[src/evt_monitor_defs.svh]
// Register indices, field positions, reset values and bus codes
`ifndef EVT_MONITOR_DEFS_SVH
`define EVT_MONITOR_DEFS_SVH

// Register indices; byte address is four times the index
`define IDX_IO_UPDATE 12'h005
`define IDX_MASK_BASE 12'h209
`define IDX_MASK_LAST 12'h20f
`define IDX_CLEAR_ALL 12'ha03
`define IDX_CLEAR_BASE 12'ha04
`define IDX_CLOCK_EVT 12'hd02
`define IDX_LOADER_EVT 12'hd03
`define IDX_LOOP_EVT 12'hd04
`define IDX_LIMITER_EVT 12'hd05
`define IDX_REF_AB_EVT 12'hd06
`define IDX_REF_CD_EVT 12'hd07
`define IDX_LOOP_SNAP 12'hd08
`define IDX_LOOP_SNAP_TWO 12'hd09
`define IDX_RSVD_SLOT 12'hd0a

// Implemented bits of each event register
`define VALID_CLOCK_EVT 8'h3f
`define VALID_LOADER_EVT 8'h1f
`define VALID_LOOP_EVT 8'hff
`define VALID_LIMITER_EVT 8'h1f
`define VALID_REF_EVT 8'h77

// Field positions and command values
`define BIT_CLEAR_ALL 1
`define IO_UPDATE_CMD 8'h01

// Reset values
`define RST_FLAGS 8'h00
`define RST_MASK 8'h00
`define RST_SNAP 8'h00

// Bus response codes
`define RESP_OKAY 2'h0
`define RESP_SLVERR 2'h2

`endif

[src/evt_monitor_pkg.sv]
// Types shared by the event monitor
package evt_monitor_pkg;
    typedef logic [7:0] reg8_t;
    typedef logic [1:0] axi_resp_t;
    typedef logic [11:0] reg_idx_t;
endpackage

[src/loop_state_event_flags_status.sv]
// Sticky event flags and loop status snapshot behind an AXI4-Lite slave
//
// Behaviour
// An unmasked event sets its flag, which then stays set.
// Flags clear only by clear registers, clear-all bit or reset; reads never clear.
// Clock events bit 5 system PLL lost lock, bit 4 gained lock; 7:6 reserved.
// Clock events bit 3 output analog PLL lost lock, bit 2 gained lock.
// Clock events bit 1 calibration ended, bit 0 calibration began.
// Loader events bit 4 ROM load done, bit 3 distribution sync; 7:5 reserved.
// Loader events bit 2 sets on each watchdog expiry.
// Loader events bit 1 EEPROM fault, bit 0 EEPROM load or save done.
// Loop events bits 7..4: switching, closed loop, free run, holdover.
// Loop events bits 3/2 frequency lock lost/gained, 1/0 phase lock lost/gained.
// Limiter events bit 4 history update; bits 7:5 reserved.
// Limiter events bit 3 leaves clamp, bit 2 enters clamp.
// Limiter events bit 1 slew limiting stops, bit 0 starts.
// Per reference validated, fault cleared, faulted; A/C bits 2:0, B/D 6:4.
// Snapshot bit 6 offset rate limited, 5 frequency lock, 4 phase lock.
// Snapshot bit 3 switchover, 2 holdover, 1 closed loop, 0 free run.
// Second snapshot bit 5 clamp in effect, bit 4 history available.
// Second snapshot bits 3:2 active reference priority, 00 highest.
// Second snapshot bits 1:0 active reference index, A=00 to D=11.
// Snapshots refresh only when 0x01 is written to the update register.
// Status range is read-only; event flags read live.
// Event in the same cycle as its clear leaves the flag set.
`include "evt_monitor_defs.svh"
`timescale 1ns/1ps
`default_nettype none

module loop_state_event_flags_status #(
    parameter int ADDR_WIDTH = 14
) (
    input wire logic sys_clk,
    input wire logic reset,
    // AXI4-Lite write address
    input wire logic s_axi_awvalid,
    output logic s_axi_awready,
    input wire logic [ADDR_WIDTH-1:0] s_axi_awaddr,
    input wire logic [2:0] s_axi_awprot,
    // AXI4-Lite write data
    input wire logic s_axi_wvalid,
    output logic s_axi_wready,
    input wire logic [31:0] s_axi_wdata,
    input wire logic [3:0] s_axi_wstrb,
    // AXI4-Lite write response
    output logic s_axi_bvalid,
    input wire logic s_axi_bready,
    output logic [1:0] s_axi_bresp,
    // AXI4-Lite read address
    input wire logic s_axi_arvalid,
    output logic s_axi_arready,
    input wire logic [ADDR_WIDTH-1:0] s_axi_araddr,
    input wire logic [2:0] s_axi_arprot,
    // AXI4-Lite read data
    output logic s_axi_rvalid,
    input wire logic s_axi_rready,
    output logic [31:0] s_axi_rdata,
    output logic [1:0] s_axi_rresp,
    // Event pulses, one bit per event, high for one cycle per event
    input wire logic [7:0] clockEvents,
    input wire logic [7:0] loaderEvents,
    input wire logic [7:0] loopEvents,
    input wire logic [7:0] limiterEvents,
    input wire logic [7:0] refAbEvents,
    input wire logic [7:0] refCdEvents,
    // Live digital_loop state, sampled on I/O update
    input wire logic offsetSlewLimited,
    input wire logic freqLocked,
    input wire logic phaseLocked,
    input wire logic refSwitching,
    input wire logic inHoldover,
    input wire logic closedLoopActive,
    input wire logic inFreeRun,
    input wire logic tuningClamped,
    input wire logic historyAvailable,
    input wire logic [1:0] activeRefPriority,
    input wire logic [1:0] activeRefIndex
);

    localparam int NUM_EVT = 6;
    localparam int IDX_W = 12;

    ////////////////////////////////////////////////////////////////////////
    // Write channel capture

    logic awHeld_q;
    logic wHeld_q;
    logic [ADDR_WIDTH-1:0] awAddr_q;
    logic [7:0] wByte_q;
    logic wLane_q;
    logic bvalid_q;
    logic [1:0] bresp_q;
    logic doWrite;
    logic awTake;
    logic wTake;

    // Address and data may arrive in either order
    assign s_axi_awready = !awHeld_q && !bvalid_q;
    assign s_axi_wready = !wHeld_q && !bvalid_q;
    assign awTake = s_axi_awvalid && s_axi_awready;
    assign wTake = s_axi_wvalid && s_axi_wready;
    assign doWrite = awHeld_q && wHeld_q && !bvalid_q;

    always_ff @(posedge sys_clk or posedge reset) begin
        if (reset) begin
            awHeld_q <= 1'b0;
            awAddr_q <= '0;
        end else if (awTake) begin
            awHeld_q <= 1'b1;
            awAddr_q <= s_axi_awaddr;
        end else if (doWrite) begin
            awHeld_q <= 1'b0;
        end
    end

    // Only the low byte lane carries register data
    always_ff @(posedge sys_clk or posedge reset) begin
        if (reset) begin
            wHeld_q <= 1'b0;
            wByte_q <= 8'h00;
            wLane_q <= 1'b0;
        end else if (wTake) begin
            wHeld_q <= 1'b1;
            wByte_q <= s_axi_wdata[7:0];
            wLane_q <= s_axi_wstrb[0];
        end else if (doWrite) begin
            wHeld_q <= 1'b0;
        end
    end

    ////////////////////////////////////////////////////////////////////////
    // Write decode

    evt_monitor_pkg::reg_idx_t wrIdx;
    logic wrEn;
    logic wrMask;
    logic wrClear;
    logic wrClearAll;
    logic wrUpdate;
    logic clearAll;
    logic ioUpdate;

    assign wrIdx = awAddr_q[IDX_W+1:2];
    assign wrEn = doWrite && wLane_q;
    assign wrMask = (wrIdx >= `IDX_MASK_BASE) && (wrIdx <= `IDX_MASK_LAST);
    assign wrClear = (wrIdx >= `IDX_CLEAR_BASE)
        && (wrIdx < `IDX_CLEAR_BASE + 12'(NUM_EVT));
    assign wrClearAll = (wrIdx == `IDX_CLEAR_ALL);
    assign wrUpdate = (wrIdx == `IDX_IO_UPDATE);
    assign clearAll = wrEn && wrClearAll && wByte_q[`BIT_CLEAR_ALL];
    assign ioUpdate = wrEn && wrUpdate && (wByte_q == `IO_UPDATE_CMD);

    always_ff @(posedge sys_clk or posedge reset) begin
        if (reset) begin
            bvalid_q <= 1'b0;
        end else if (doWrite) begin
            bvalid_q <= 1'b1;
        end else if (s_axi_bready) begin
            bvalid_q <= 1'b0;
        end
    end

    // Status range takes no writes; those get SLVERR
    always_ff @(posedge sys_clk or posedge reset) begin
        if (reset) begin
            bresp_q <= `RESP_OKAY;
        end else if (doWrite) begin
            if (wrMask || wrClear || wrClearAll || wrUpdate) begin
                bresp_q <= `RESP_OKAY;
            end else begin
                bresp_q <= `RESP_SLVERR;
            end
        end
    end

    assign s_axi_bvalid = bvalid_q;
    assign s_axi_bresp = bresp_q;

    ////////////////////////////////////////////////////////////////////////
    // Event flags, masks and clears

    evt_monitor_pkg::reg8_t evtIn [NUM_EVT];
    evt_monitor_pkg::reg8_t evtValid [NUM_EVT];
    evt_monitor_pkg::reg8_t flags_q [NUM_EVT];
    evt_monitor_pkg::reg8_t mask_q [NUM_EVT];
    evt_monitor_pkg::reg8_t extraMask_q;

    // Bit order of each source matches its register layout
    assign evtIn[0] = clockEvents;
    assign evtIn[1] = loaderEvents;
    assign evtIn[2] = loopEvents;
    assign evtIn[3] = limiterEvents;
    assign evtIn[4] = refAbEvents;
    assign evtIn[5] = refCdEvents;

    assign evtValid[0] = `VALID_CLOCK_EVT;
    assign evtValid[1] = `VALID_LOADER_EVT;
    assign evtValid[2] = `VALID_LOOP_EVT;
    assign evtValid[3] = `VALID_LIMITER_EVT;
    assign evtValid[4] = `VALID_REF_EVT;
    assign evtValid[5] = `VALID_REF_EVT;

    for (genvar k = 0; k < NUM_EVT; k++) begin : g_evt
        logic hitMask;
        logic hitClear;

        assign hitMask = wrEn && (wrIdx == `IDX_MASK_BASE + 12'(k));
        assign hitClear = wrEn && (wrIdx == `IDX_CLEAR_BASE + 12'(k));

        evt_flag_bank #(
            .WIDTH(8)
        ) u_evt_flag_bank (
            .sys_clk(sys_clk),
            .reset(reset),
            .events(evtIn[k]),
            .implBits(evtValid[k]),
            .maskWrite(hitMask),
            .clearWrite(hitClear),
            .clearAll(clearAll),
            .wrByte(wByte_q),
            .maskOut(mask_q[k]),
            .flagsOut(flags_q[k])
        );
    end

    // Last mask slot has no event register behind it; kept for software
    always_ff @(posedge sys_clk or posedge reset) begin
        if (reset) begin
            extraMask_q <= `RST_MASK;
        end else if (wrEn && (wrIdx == `IDX_MASK_LAST)) begin
            extraMask_q <= wByte_q;
        end
    end

    ////////////////////////////////////////////////////////////////////////
    // Loop status snapshots

    evt_monitor_pkg::reg8_t snap_q;
    evt_monitor_pkg::reg8_t snapTwo_q;
    evt_monitor_pkg::reg8_t snapD;
    evt_monitor_pkg::reg8_t snapTwoD;

    assign snapD = {1'b0, offsetSlewLimited, freqLocked, phaseLocked,
        refSwitching, inHoldover, closedLoopActive, inFreeRun};
    assign snapTwoD = {2'b00, tuningClamped, historyAvailable,
        activeRefPriority, activeRefIndex};

    // Sampling only on update keeps both registers coherent for software
    always_ff @(posedge sys_clk or posedge reset) begin
        if (reset) begin
            snap_q <= `RST_SNAP;
            snapTwo_q <= `RST_SNAP;
        end else if (ioUpdate) begin
            snap_q <= snapD;
            snapTwo_q <= snapTwoD;
        end
    end

    ////////////////////////////////////////////////////////////////////////
    // Read channel

    logic rvalid_q;
    logic [7:0] rByte_q;
    logic [1:0] rresp_q;
    logic arTake;
    evt_monitor_pkg::reg_idx_t rdIdx;
    evt_monitor_pkg::reg8_t rdMux;
    logic rdHit;

    assign s_axi_arready = !rvalid_q;
    assign arTake = s_axi_arvalid && s_axi_arready;
    assign rdIdx = s_axi_araddr[IDX_W+1:2];

    // Reads have no side effect on any flag
    always_comb begin
        rdMux = 8'h00;
        rdHit = 1'b1;
        if (rdIdx >= `IDX_CLOCK_EVT && rdIdx <= `IDX_REF_CD_EVT) begin
            rdMux = flags_q[3'(rdIdx - `IDX_CLOCK_EVT)];
        end else if (rdIdx >= `IDX_MASK_BASE && rdIdx < `IDX_MASK_LAST) begin
            rdMux = mask_q[3'(rdIdx - `IDX_MASK_BASE)];
        end else if (rdIdx == `IDX_MASK_LAST) begin
            rdMux = extraMask_q;
        end else if (rdIdx == `IDX_LOOP_SNAP) begin
            rdMux = snap_q;
        end else if (rdIdx == `IDX_LOOP_SNAP_TWO) begin
            rdMux = snapTwo_q;
        end else if (rdIdx == `IDX_RSVD_SLOT || rdIdx == `IDX_IO_UPDATE
            || rdIdx == `IDX_CLEAR_ALL) begin
            rdMux = 8'h00;
        end else if (rdIdx >= `IDX_CLEAR_BASE
            && rdIdx < `IDX_CLEAR_BASE + 12'(NUM_EVT)) begin
            rdMux = 8'h00;
        end else begin
            rdHit = 1'b0;
        end
    end

    always_ff @(posedge sys_clk or posedge reset) begin
        if (reset) begin
            rvalid_q <= 1'b0;
        end else if (arTake) begin
            rvalid_q <= 1'b1;
        end else if (s_axi_rready) begin
            rvalid_q <= 1'b0;
        end
    end

    // Data held until the next accepted address, so a stalled answer stays put
    always_ff @(posedge sys_clk or posedge reset) begin
        if (reset) begin
            rByte_q <= 8'h00;
        end else if (arTake) begin
            rByte_q <= rdMux;
        end
    end

    always_ff @(posedge sys_clk or posedge reset) begin
        if (reset) begin
            rresp_q <= `RESP_OKAY;
        end else if (arTake) begin
            rresp_q <= rdHit ? `RESP_OKAY : `RESP_SLVERR;
        end
    end

    assign s_axi_rvalid = rvalid_q;
    assign s_axi_rdata = {24'h000000, rByte_q};
    assign s_axi_rresp = rresp_q;

endmodule

////////////////////////////////////////////////////////////////////////
// One event register and its mask, instantiated per event source

module evt_flag_bank #(
    parameter int WIDTH = 8
) (
    input wire logic sys_clk,
    input wire logic reset,
    input wire logic [WIDTH-1:0] events,
    input wire logic [WIDTH-1:0] implBits,
    input wire logic maskWrite,
    input wire logic clearWrite,
    input wire logic clearAll,
    input wire logic [WIDTH-1:0] wrByte,
    output logic [WIDTH-1:0] maskOut,
    output logic [WIDTH-1:0] flagsOut
);

    logic [WIDTH-1:0] mask_q;
    logic [WIDTH-1:0] flags_q;
    logic [WIDTH-1:0] clrBits;
    logic [WIDTH-1:0] setBits;

    assign clrBits = (clearWrite ? wrByte : '0) | {WIDTH{clearAll}};
    assign setBits = events & ~mask_q & implBits;

    // Masking stops new records but leaves a set flag alone
    always_ff @(posedge sys_clk or posedge reset) begin
        if (reset) begin
            mask_q <= WIDTH'(`RST_MASK);
        end else if (maskWrite) begin
            mask_q <= wrByte & implBits;
        end
    end

    // Set applied after clear so a coincident event survives
    always_ff @(posedge sys_clk or posedge reset) begin
        if (reset) begin
            flags_q <= WIDTH'(`RST_FLAGS);
        end else begin
            flags_q <= (flags_q & ~clrBits) | setBits;
        end
    end

    assign maskOut = mask_q;
    assign flagsOut = flags_q;

endmodule

`default_nettype wire

[config.mk]
export PLATFORM = sky130hd
export DESIGN_NAME = loop_state_event_flags_status
export DESIGN_NICKNAME = d
export VERILOG_FILES = /design/src/evt_monitor_pkg.sv /design/src/loop_state_event_flags_status.sv
export VERILOG_INCLUDE_DIRS = /design/src
export SDC_FILE = /design/constraint.sdc
export NUM_CORES = 1
export LEC_CHECK = 0
export BUFFER_PORTS_ARGS = -buffer_cell sky130_fd_sc_hd__buf_2
export CAP_MARGIN = 20
export CORE_MARGIN = 3
export CORE_UTILIZATION = 53
export DETAILED_ROUTE_END_ITERATION = 8
export GPL_TIMING_DRIVEN = 0
export PLACE_DENSITY = 0.86
export SLEW_MARGIN = 20
export SYNTH_ARGS = -nofsm -noshare
export SYNTH_HDL_FRONTEND = slang
export SYNTH_SLANG_ARGS = --single-unit
export TNS_END_PERCENT = 50
[constraint.sdc]
create_clock -name sys_clk -period 5 [get_ports sys_clk]
set_input_delay 0.5 -clock sys_clk [delete_from_list [all_inputs] [get_ports sys_clk]]
set_output_delay 0.5 -clock sys_clk [all_outputs]
set_load 0.01 [all_outputs]
=== Yosys cells after proc, flatten, opt, wreduce, memory -nomap -nowiden ===
Index checks and enable logic that the tools add are counted.

* Register bits after elaboration: 144
* Output and inout port bits: 41
* Word-level logic and storage cells: 175

* Magnitude comparators: 12
* Multiplexer cells: 33
* Reductions and logical operators: 43
* Eq/ne operators: 22
* Add/subtract/negate cells: 2
* Bitwise operators: 38

{| class="wikitable"
|+ Operators with widths
! operator !! number
|-
| $eq A12 B12 Y1 const B || 11
|-
| $mux W8 || 13
|-
| $eq A12 B10 Y1 const B || 8
|-
| $and A8 B8 Y8 || 7
|-
| $not A8 Y8 || 7
|-
| $or A8 B8 Y8 || 7
|-
| $bmux W8 S3 || 2
|-
| $ge A12 B12 Y1 const B || 3
|-
| $logic_and A1 B1 Y1 || 30
|-
| $eq A12 B3 Y1 const B || 2
|-
| $ge A12 B10 Y1 const B || 2
|-
| $lt A12 B12 Y1 const B || 2
|-
| $or A8 B5 Y8 || 2
|-
| $or A8 B7 Y8 || 2
|-
| $and A7 B7 Y7 || 2
|-
| $mux W1 || 14
|-
| $not A7 Y7 || 2
|-
| $le A12 B10 Y1 const B || 1
|-
| $le A12 B12 Y1 const B || 1
|-
| $lt A12 B10 Y1 const B || 1
|-
| $and A5 B5 Y5 || 2
|-
| $not A5 Y5 || 2
|-
| $eq A8 B1 Y1 const B || 1
|-
| $ge A4 B4 Y1 const B || 2
|-
| other kinds (12) || 24
|}

=== Longest topological paths before layout ===
Gate-level depths: netlist of run 1.

* Word-level depth: 10
* Mapped depth: 9

=== Hierarchy ===
Synthesis of run 1 repeated with hierarchy kept, for this count alone.

* Cell total of the unflattened synthesis: 764
* Area total of the unflattened synthesis: 7973.9 µm²

{| class="wikitable"
|+ By module, submodules not included
! module !! seq. area each (µm²) !! area an instance (µm²) !! cells an instance !! instances
|-
| evt_flag_bank || 400.4 || 686.9 || 67 || 6
|-
| loop_state_event_flags_status || 1401.3 || 3852.4 || 362 || 1
|}

=== Worst setup path after synthesis of run 1 ===
No wires, ideal clock.

* Path kind: in2reg
* Start point: in s_axi_araddr[3]
* End point: reg rByte_q[0]
* Stages: 7
* Slack: 2.468 ns
* Required time: 4.877 ns
* Setup time: 0.123 ns
* Data arrival time: 2.409 ns
* Cells stage by stage: clkbuf_1 -> inv_1 -> ha_1 -> clkbuf_1 -> mux4_2 -> a21oi_1 -> a21oi_1

* Cells in the longest elaborated chain, start to end: 7
* Elaborated cells between the ends (all ways): 24

{| class="wikitable"
|+ RTL lines
! what !! RTL line !! source
|-
| start, declared || loop_state_event_flags_status.sv:52 || <nowiki>input wire logic [ADDR_WIDTH-1:0] s_axi_araddr,</nowiki>
|-
| $sub A3 B1 Y3 (no source line) || - ||
|-
| $not A3 Y4 || loop_state_event_flags_status.sv:281 || <nowiki>rdMux = mask_q[3'(rdIdx - `IDX_MASK_BASE)];</nowiki>
|-
| $bmux W8 S3 || loop_state_event_flags_status.sv:281 ||
|-
| $mux W8 (2 in series) || loop_state_event_flags_status.sv:281 ||
|-
| $mux W8 || loop_state_event_flags_status.sv:280 || <nowiki>end else if (rdIdx >= `IDX_MASK_BASE && rdIdx < `IDX_MASK_LAST) begin</nowiki>
|-
| $mux W8 * || loop_state_event_flags_status.sv:278 || <nowiki>if (rdIdx >= `IDX_CLOCK_EVT && rdIdx <= `IDX_REF_CD_EVT) begin</nowiki>
|-
| end signal, assigned || loop_state_event_flags_status.sv:314 || <nowiki>rByte_q <= rdMux;</nowiki>
|-
| end, declared || loop_state_event_flags_status.sv:263 || <nowiki>logic [7:0] rByte_q;</nowiki>
|}

Mark *: on every way between the ends. The rest lies on a longest branch, timed or not. The select of a mux whose other input is x is not followed.
A chain may end at the register's enable or synchronous reset.

=== Worst setup path in the final report of run 1 ===
* Start point: in s_axi_araddr[3]
* End point: reg rByte_q[5]

Same word-level chain as after synthesis.

==> metrics.txt, run 1 <==
power share of the clock group 0.404; share of layout cells above drive strength 1 0.301; CTS Sinks 140; wire per inst between 15 and 20 µm; Final Net Count approximately 950; area grow syn2layout 21.5%; WL final between 15000 and 20000 µm; WL met1 about 7700 µm; CP startpoint kind input pin; Clock Latency Late Sink 0.42 ns; gr ovfl total 0; post-cts hold buffer count 0; H-tree levels 4; Pwr Density about 400 nW/µm²; drt initial violations 478; Crit path required time about 5.3 ns; combinational power share 0.188; Final Hold Viols 0; most used cell, CP clkbuf_1; placed cells 960; TritonCTS clock tree done; fin. max-slew vios 0; core box area between 10000 and 15000 µm²; switching power between 0.9 and 1 mW; HPWL Detailed roughly 14000 µm; max cap viols 0; Root Buffer clkbuf_16; final non-filler cell total between 900 and 1000; share of the yosys chip area belonging to registers 0.500; Die Y around 120 µm; Bufs on Longest Clock Path 2; number of synthesized flops with an enable pin 0; Mapped Area ~7000 µm²; Reg power frac 0.408; Lkg Pwr around 3.7 nW; post_cts resized 0; Least-Margin Pin Slew 0.992 ns; vias in the first global route ~6000; die area approximately 15000 µm²; Post-DP Area between 7000 and 8000 µm²; Crit Path Max Fanout 10; Worst Path Buf+Inv 4; Rows 41; peak supply drop between 300 and 400 µV; critical path's largest stage delay 0.54 ns; fraction of registers with async set/reset 1.00; Initial Util 0.548; sequence of cells on the critical path buf_2, clkbuf_1, inv_1, ha_1, clkbuf_1, nand2_1, o21ai_0, a31oi_1, o211a_1, o31ai_2; DRT Pass-1 Iters 5; clock skew ~0.0088 ns; number of synthesized register bits 140; initial antenna violation count 0; slowest CP cell clkbuf_1; vias per cell 5.78; clk slew on worst S/H paths around 0.060 ns; largest net degree at the start of global routing 88; die width between 100 and 150 µm; Peak Freq ~320 MHz; setup total negative slack 0 ns; minimum clock period ~3.1 ns; Crit. End Element register; Sw Ratio 0.294; GRT Total Usage 0.267; remaining antenna violation count 0; Synth Warn # 0; Synth Instances 659; CTS buffer count 17; RSZ-0062 raised after global routing no; final setup violation count 0; prevailing post-synth register cell dfrtp_1; period utilisation layout 0.623; P_int 2.40 mW; first-pass GRT wire length between 30000 and 40000 µm; I/O pin cnt approximately 180; I/O Buffers ~100; syn_area_per_cell around 11 µm²; CP delay by family, top buffers and inverters; DRC violations left 0; Worst slew margin 0.333; status complete, no violations; critical path class in -> reg; DR vias roughly 5700; hold crit path type in -> async; hold slack about 0.082 ns; Design Area, Final between 8000 and 9000 µm²; met2 wire length approximately 8700 µm; met3 wire len about 1500 µm; Arr. time, crit path around 3.4 ns; max layer used met4; post-synthesis cell type count between 50 and 60; # diodes 0; Setup Fix Bufs, Post-CTS 0; r2r setup slk 2.32 ns; routability cong. about 0.9
-- path summary, 6_finish.rpt --
check | start | end | cells after the start
worst max-delay path | s_axi_araddr[3] | rByte_q[5] | 10
worst min-delay path | reset | g_evt[0].u_evt_flag_bank.maskOut[2] | 2
worst max register to register | awAddr_q[7] | g_evt[2].u_evt_flag_bank.maskOut[2] | 5
worst min register to register | s_axi_rresp[1] | s_axi_rresp[1] | 2
max in group asynchronous | reset | g_evt[5].u_evt_flag_bank.maskOut[2] | 3
min in group sys_clk | s_axi_rready | s_axi_rvalid | 2
-- cell families after synthesis --
kind of cell / Yosys count / synth area share
multiplexers: 73 / 0.136
other: 1 / 0.000536
AND/OR/NAND/NOR: 189 / 0.134
buffers and inverters: 107 / 0.0756
AO/OA/AOI/OAI: 142 / 0.141
flip-flops: 140 / 0.500
adder cells (fa/ha/maj): 6 / 0.0107
XOR/XNOR: 1 / 0.00125
-- stage by stage --
| stage | utilization | worst slack (ns) | total power, mW |
|---|---|---|---|
| after global placement | 0.613 | -0.770 | 2.01 |
| after global routing | 0.666 | 1.74 | 3.53 |
| after floorplan | - | 0.747 | 1.80 |
| after CTS | 0.666 | 1.92 | 3.40 |
| final | 0.666 | 1.89 | 3.40 |
| after detailed placement | 0.616 | 1.61 | 2.04 |
-- power groups by stage --
stage / Combinational, mW / Clock, mW / Sequential [mW]
floorplan: 0.430 / 0 / 1.37
global placement: 0.614 / 0 / 1.40
detailed placement: 0.633 / 0 / 1.40
CTS: 0.635 / 1.38 / 1.38
global route: 0.698 / 1.43 / 1.40
finish: 0.639 / 1.38 / 1.39
-- layout make-up --
type,instances,area [µm²]
fillers,947,4270
flip-flops and latches,140,3500
multi-input cells,437,3070
repair buffers,104,543
clock buffers,19,443
plain buffers,61,357
well taps,172,215
clock inverters,13,196
inverters,46,180
-- layer usage --
metal  up-vias  global-route usage
met5         -                   0
met4         0               0.132
met3        62              0.0559
met2       301               0.415
met1      2770               0.357
li1       2598                   -
-- placed cells by master (no fill, tap or decap), drive strengths merged, types with 3 or more instances in the layout --
cell and n:
dfrtp 140, buf 139, nand2 114, o21ai 52, mux2 47, inv 46
clkbuf 45, a32o 35, conb 26, a21oi 20, nor2 19, mux2i 13
mux4 13, nor4 8, clkinv 7, nand3 7, nor2b 6, ha 6
nor3 6, o22ai 5, bufinv 5, o31ai 5, nand4 4, a221oi 4
and3 4, or4 4, o21a 3, nand3b 3, a22oi 3, a31oi 3
-- flip-flops by register name, summed over array words and instances (netlist names), 6 cells and up --
| register | flops |
|---|---|
| snapTwo_q | 6 |
| g_evt.u_evt_flag_bank.maskOut | 36 |
| snap_q | 7 |
| extraMask_q | 8 |
| awAddr_q | 12 |
| wByte_q | 8 |
| g_evt.u_evt_flag_bank.flagsOut | 48 |
| rByte_q | 8 |
-- cell usage after synthesis, types with 6 or more instances --
cell,count,area share
ha_1,6,0.011
mux4_2,13,0.042
nor2b_1,6,0.0054
dfrtp_1,140,0.50
buf_4,26,0.028
buf_2,6,0.0043
a32o_1,35,0.050
clkbuf_1,26,0.014
mux2i_1,13,0.019
nor2_1,18,0.0097
o21ai_0,52,0.037
a21oi_1,20,0.014
inv_1,46,0.025
nand2_1,114,0.061
mux2_2,47,0.076
No activity file was read; power rests on OpenSTA's default activity.
==> inputs of run 2 (changes only) <==
Clock period 5 ns to 2.96 ns, I/O delays scaled along.
==> run 2 against run 1 <==
- count of clock-buffer cells in the layout is 2 lower
- die area stayed put
- register-to-register slack worse by 2.0 ns
- flip-flop and latch count stayed put
- combinational power is 72% higher
- critical path depth is 2 lower
- total power is 66% higher
- sequential power is 69% higher
- via count is 2.4% higher
- hold slack worse by 0.019 ns
- critical path type unchanged
- critical endpoint is now rByte_q[0]
- largest cell class unchanged
- largest power group unchanged
==> metrics.txt, run 2 (synthesis results as in run 1) <==
I/O pin cnt 179 (unchanged); wire per inst 19.6 µm (+2.8%); DR vias 5868 (+2.4%); H-tree levels 4 (unchanged); final worst setup slack 0.118 ns (-1.77 ns); routability cong. 0.907 (+2.0%); period utilisation layout 0.960; max reg flops 48 (unchanged); switching power 1.71 mW (+72%); status complete, no violations; most common cell after layout, fill and taps aside dfrtp_1; Clock Latency Late Sink 0.43 ns (about the same); power share of the clock group 0.390 (-0.014); Peak Freq between 300 and 400 MHz; CP delay by family, top buffers and inverters; hold crit path type in -> reg; most frequent cells in the layout dfrtp_1 (140), nand2_1 (114), buf_2 (109); fin. max-slew vios 0 (unchanged); Worst Hold Launch s_axi_bready; CTS Sinks 140 (unchanged); initial antenna violation count 0 (unchanged); filler instances 942 (-0.53%); r2r setup slk 0.31 ns (-2.01 ns); Rows 41 (unchanged); final setup violation count 0 (unchanged); Final Net Count 955 (+0.42%); die area 14600 µm² (unchanged); clk slew on worst S/H paths 0.06 ns (about the same); Sw Ratio 0.303 (+0.00902); Lkg Pwr 3.66 nW (about the same); drt initial violations 663 (+39%); Bufs on Longest Clock Path 2 (unchanged); gr ovfl total 0 (unchanged); Reg power frac 0.415 (+0.007); HPWL Detailed 14000 µm (+3.3%); TritonCTS clock tree done; Pwr Density 664 nW/µm² (+66%); remaining antenna violation count 0 (unchanged); core box area 12800 µm² (unchanged); Design Area, Final 8530 µm² (+0.26%); Crit. End Element register; Crit path required time 3.27 ns (-2.06 ns); vias in the first global route 5834 (+0.10%); I/O Buffers 103 (unchanged); critical path class in -> reg; slowest CP cell mux4_2; Root Buffer clkbuf_16; DRC violations left 0 (unchanged); vias per cell 5.90 (+2.1%); max cap viols 0 (unchanged); Die Y 121 µm (unchanged); Crit Path Max Fanout 10 (unchanged); Power Total 5.66 mW (+66%); Final Util 0.668 (+0.00176); die width 121 µm (unchanged); Least-Margin Pin Slew 1.00 ns (+0.0123 ns); peak supply drop 499 µV (+44%); Final Hold Viols 0 (unchanged); CTS buffer count 17 (unchanged); critical path's largest stage delay 0.62 ns (+0.08 ns); Post-DP Area 7910 µm² (+0.62%); Worst slew margin 0.325 (-0.00830); WL final 19500 µm (+3.2%); clock skew 0.00987 ns (+0.00110 ns); # diodes 0 (unchanged); area grow syn2layout 21.8%; Hold Path Stages 2; RSZ-0062 raised after global routing no; P_int 3.95 mW (+64%); worst r2r src awAddr_q[7]; first-pass GRT wire length 30800 µm (+2.8%); Arr. time, crit path 3.15 ns (-0.29 ns); share of layout cells above drive strength 1 0.304 (+0.00255); CP startpoint kind input pin; Initial Util 0.548 (unchanged); Setup Fix Bufs, Post-CTS 0 (unchanged); GRT Total Usage 0.277 (+0.0106); minimum clock period 2.84 ns; Worst R2R Path Depth 5 (unchanged); hold slack 0.0628 ns (-0.0193 ns); sequence of cells on the critical path buf_2, clkbuf_1, inv_1, ha_1, clkbuf_1, mux4_2, a21oi_1, a21oi_1; Setup WS pre-CTS -0.271 ns (-1.88 ns); R2R Path End g_evt[2].u_evt_flag_bank.maskOut[2]; Worst Hold Endpoint s_axi_bvalid; largest net degree at the start of global routing 34 (-61%); Worst Path Buf+Inv 4 (unchanged); DRT Pass-1 Iters 6 (+1); combinational power share 0.195 (+0.007)
run 2: worst reg2reg max path, stage by stage (launching register included):
cell      delay (ns)
dfrtp_1         0.41
nor4_4          0.46
nand2_1         0.21
nor4_2          0.81
clkbuf_1        0.44
o21ai_0         0.17
run 2: per-stage QoR:
stage	cells	setup TNS, ns
5_1_grt	995	0
2_1_floorplan	684	0
4_1_cts	995	0
6_report	995	0
3_3_place_gp	959	-0.437
3_5_place_dp	963	-0.663
run 2: worst max path at each step:
stage,from,end,slack [ns],cells after the start
final,s_axi_araddr[3],rByte_q[0],0.12,8
after detailed placement,s_axi_araddr[3],rByte_q[0],-0.27,8
after CTS,s_axi_araddr[3],rByte_q[0],0.17,8
after global placement,s_axi_araddr[3],rByte_q[0],-0.21,8
after floorplan,s_axi_araddr[3],rByte_q[0],0.63,7
after global routing,s_axi_araddr[3],rByte_q[5],0.02,10
run 2: layout make-up:
class	instances	area [µm²]	share of cell area
flip-flops and latches	140	3500	0.411
multi-input cells	437	3070	0.360
repair buffers	108	606	0.0710
well taps	172	215	0.0252
clock inverters	14	178	0.0208
clock buffers	17	425	0.0499
inverters	46	176	0.0207
plain buffers	61	357	0.0418
run 2: power by group through the flow:
stage / sequential (mW) / combinational, mW / clock (mW)
2_1_floorplan: 2.31 / 0.726 / 0
3_3_place_gp: 2.36 / 1.03 / 0
3_5_place_dp: 2.37 / 1.08 / 0
4_1_cts: 2.34 / 1.09 / 2.21
5_1_grt: 2.37 / 1.20 / 2.30
6_report: 2.35 / 1.10 / 2.21
run 2: metal layers:
| metal | GRT usage | share of wire | vias to the layer above |
|---|---|---|---|
| met2 | 0.432 | 0.47 | 368 |
| met5 | 0 | 0 | - |
| met3 | 0.0779 | 0.099 | 67 |
| met4 | 0.136 | 0.046 | 0 |
| met1 | 0.358 | 0.39 | 2830 |
| li1 | - | - | 2603 |
run 2: timing repair:
item | in CTS | in global routing
hold buffers | 1 | 0
gates resized for setup | 0 | 0
hold endpoints to repair | 23 | 0
==> inputs of run 3 (changes only) <==
Settings changed: CORE_UTILIZATION 53 to 55, CTS_BUF_LIST set to sky130_fd_sc_hd__clkbuf_8, PLACE_DENSITY 0.86 to 0.88, RECOVER_POWER set to 25.
==> run 3 against run 2 <==
- the run now ends with capacitance limit, slew limit left
- highest routed layer unchanged
- clock power decreased by 29%
- global-route usage decreased by 0.15 points
- core utilization increased by 1.1 points
- via count increased by 1.1%
- non-clock buffer count increased by 1
- critical endpoint unchanged
==> metrics.txt, run 3 (synthesis results as in run 1) <==
Initial Util 0.573 (+0.0252); GRT Total Usage 0.276 (-0.00151); Peak Freq 353 MHz (+0.45%); CP startpoint kind input pin; Die Y 119 µm (-1.7%); most frequent cells in the layout dfrtp_1 (140), nand2_1 (114), buf_2 (109); DRC violations left 0 (unchanged); hold slack 0.0190 ns (-0.0438 ns); Arr. time, crit path 3.16 ns (about the same); remaining antenna violation count 0 (unchanged); area of the multi-input gates 3070 µm² (unchanged); Power Total 5.00 mW (-12%); share of layout cells above drive strength 1 0.299 (-0.00437); critical path class in -> reg; Worst Hold Launch s_axi_rready; CTS Sinks 140 (unchanged); largest net degree at the start of global routing 36 (+5.9%); DR vias 5932 (+1.1%); gr ovfl total 0 (unchanged); die area 14100 µm² (-3.5%); RSZ-0062 raised after global routing no; fin. max-slew vios 65 (+65); Crit. End Element register; post-cts hold buffer count 2 (+1); minimum clock period 2.83 ns (-0.0128 ns); status complete, but fails checks; Final Hold Viols 0 (unchanged); vias in the first global route 5861 (+0.46%); Worst slew margin -0.204 (-0.528); FF/Latch Area 3500 µm² (unchanged); Clock Latency Late Sink 0.46 ns (+0.03 ns); Setup Fix Bufs, Post-CTS 0 (unchanged); Worst Hold Endpoint s_axi_rvalid; worst r2r src awAddr_q[7]; final worst setup slack 0.131 ns (+0.0128 ns); max reg flops 48 (unchanged); Pwr Density 604 nW/µm² (-9.1%); TritonCTS clock tree done; vias per cell 5.97 (+1.3%); Final Net Count 956 (+0.10%); DRT Pass-1 Iters 5 (-1); Setup WS pre-CTS -0.259 ns (+0.0120 ns); routability cong. 0.907 (about the same); slowest CP cell mux4_2; Root Buffer clkbuf_8; filler instances 946 (+0.42%); initial antenna violation count 0 (unchanged); Hold Path Stages 2 (unchanged); critical path's largest stage delay 0.60 ns (-0.02 ns); HPWL Detailed 14000 µm (+0.12%); post_cts resized 0 (unchanged); area grow syn2layout 18.4%; core box area 12200 µm² (-4.4%); I/O Buffers 103 (unchanged); wire per inst 19.2 µm (-1.7%); clock skew 0.0143 ns (+0.00443 ns); I/O pin cnt 179 (unchanged); first-pass GRT wire length 30200 µm (-2.0%); R2R Path End g_evt[2].u_evt_flag_bank.maskOut[2]; Crit Path Max Fanout 10 (unchanged); failing checks capacitance limit, slew limit; # diodes 0 (unchanged); most common cell after layout, fill and taps aside dfrtp_1; drt initial violations 680 (+2.6%); WL final 19100 µm (-1.9%); max cap viols 2 (+2); sequence of cells on the critical path buf_2, clkbuf_1, inv_1, ha_1, clkbuf_1, mux4_2, a21oi_1, a21oi_1; Worst R2R Path Depth 5 (unchanged); die width 119 µm (-1.7%); Rows 40 (-2.4%); H-tree levels 4 (unchanged); peak supply drop 677 µV (+36%); final setup violation count 0 (unchanged); Lkg Pwr 3.57 nW (-2.6%); period utilisation layout 0.956 (-0.00432); Crit path required time 3.30 ns (+0.03 ns); Final Util 0.678 (+0.0109); r2r setup slk 0.33 ns (+0.02 ns); hold crit path type in -> reg; clk slew on worst S/H paths 0.08 ns (+0.02 ns); Bufs on Longest Clock Path 2 (unchanged); setup total negative slack 0 ns (unchanged); CTS buffer count 17 (unchanged); Least-Margin Pin Slew 1.81 ns (+0.801 ns)
-- run 3: changes by cell type in the layout (fill, tap and decap cells not counted) --
cell	change
inv_1	+2
clkbuf_1	+2
clkbuf_8	+17
clkinvlp_4	-3
dlygate4sd3_1	+1
clkinvlp_2	+1
buf_12	-2
bufinv_16	-1
clkinv_4	+2
clkbuf_16	-17
-- run 3: metal layers --
| layer | vias up | global-route usage | part of all wire |
|---|---|---|---|
| met5 | - | 0 | 0 |
| met4 | 0 | 0.140 | 0.052 |
| met3 | 81 | 0.0864 | 0.10 |
| met2 | 370 | 0.428 | 0.46 |
| met1 | 2862 | 0.350 | 0.39 |
| li1 | 2619 | - | - |
-- run 3: worst max-delay path by stage --
| stage | startpoint | end | slack [ns] | depth (start not counted) |
|---|---|---|---|---|
| floorplan | s_axi_araddr[3] | rByte_q[0] | 0.63 | 7 |
| global placement | s_axi_araddr[3] | rByte_q[0] | -0.24 | 8 |
| detailed placement | s_axi_araddr[3] | rByte_q[0] | -0.26 | 8 |
| CTS | s_axi_araddr[3] | rByte_q[0] | 0.22 | 8 |
| global route | s_axi_araddr[3] | rByte_q[0] | 0.05 | 8 |
| finish | s_axi_araddr[3] | rByte_q[0] | 0.13 | 8 |
-- run 3: per-stage QoR --
| step | instance area, µm² | std cells |
|---|---|---|
| floorplan | 7100 | 684 |
| global placement | 7820 | 955 |
| detailed placement | 7910 | 959 |
| CTS | 8320 | 993 |
| global route | 8290 | 993 |
| finish | 8290 | 993 |
-- run 3: power breakdown --
| part | total [mW] | switching, mW | internal (mW) |
|---|---|---|---|
| registers | 2.35 | 0.235 | 2.11 |
| logic | 1.10 | 0.656 | 0.442 |
| clock network | 1.56 | 0.743 | 0.816 |
| total | 5.00 | 1.63 | 3.37 |
-- run 3: layout make-up --
cell class | instances | area share
flip-flops and latches | 140 | 0.423
multi-input cells | 437 | 0.370
repair buffers | 109 | 0.0704
plain buffers | 61 | 0.0430
clock buffers | 17 | 0.0282
well taps | 168 | 0.0254
inverters | 46 | 0.0210
clock inverters | 15 | 0.0190
-- run 3: critical path: cells and delay by family --
family	cells	cell delay (ns)
compound gates	2	0.28
fa+ha+maj	1	0.55
buf+inv	4	1.43
mux	1	0.60
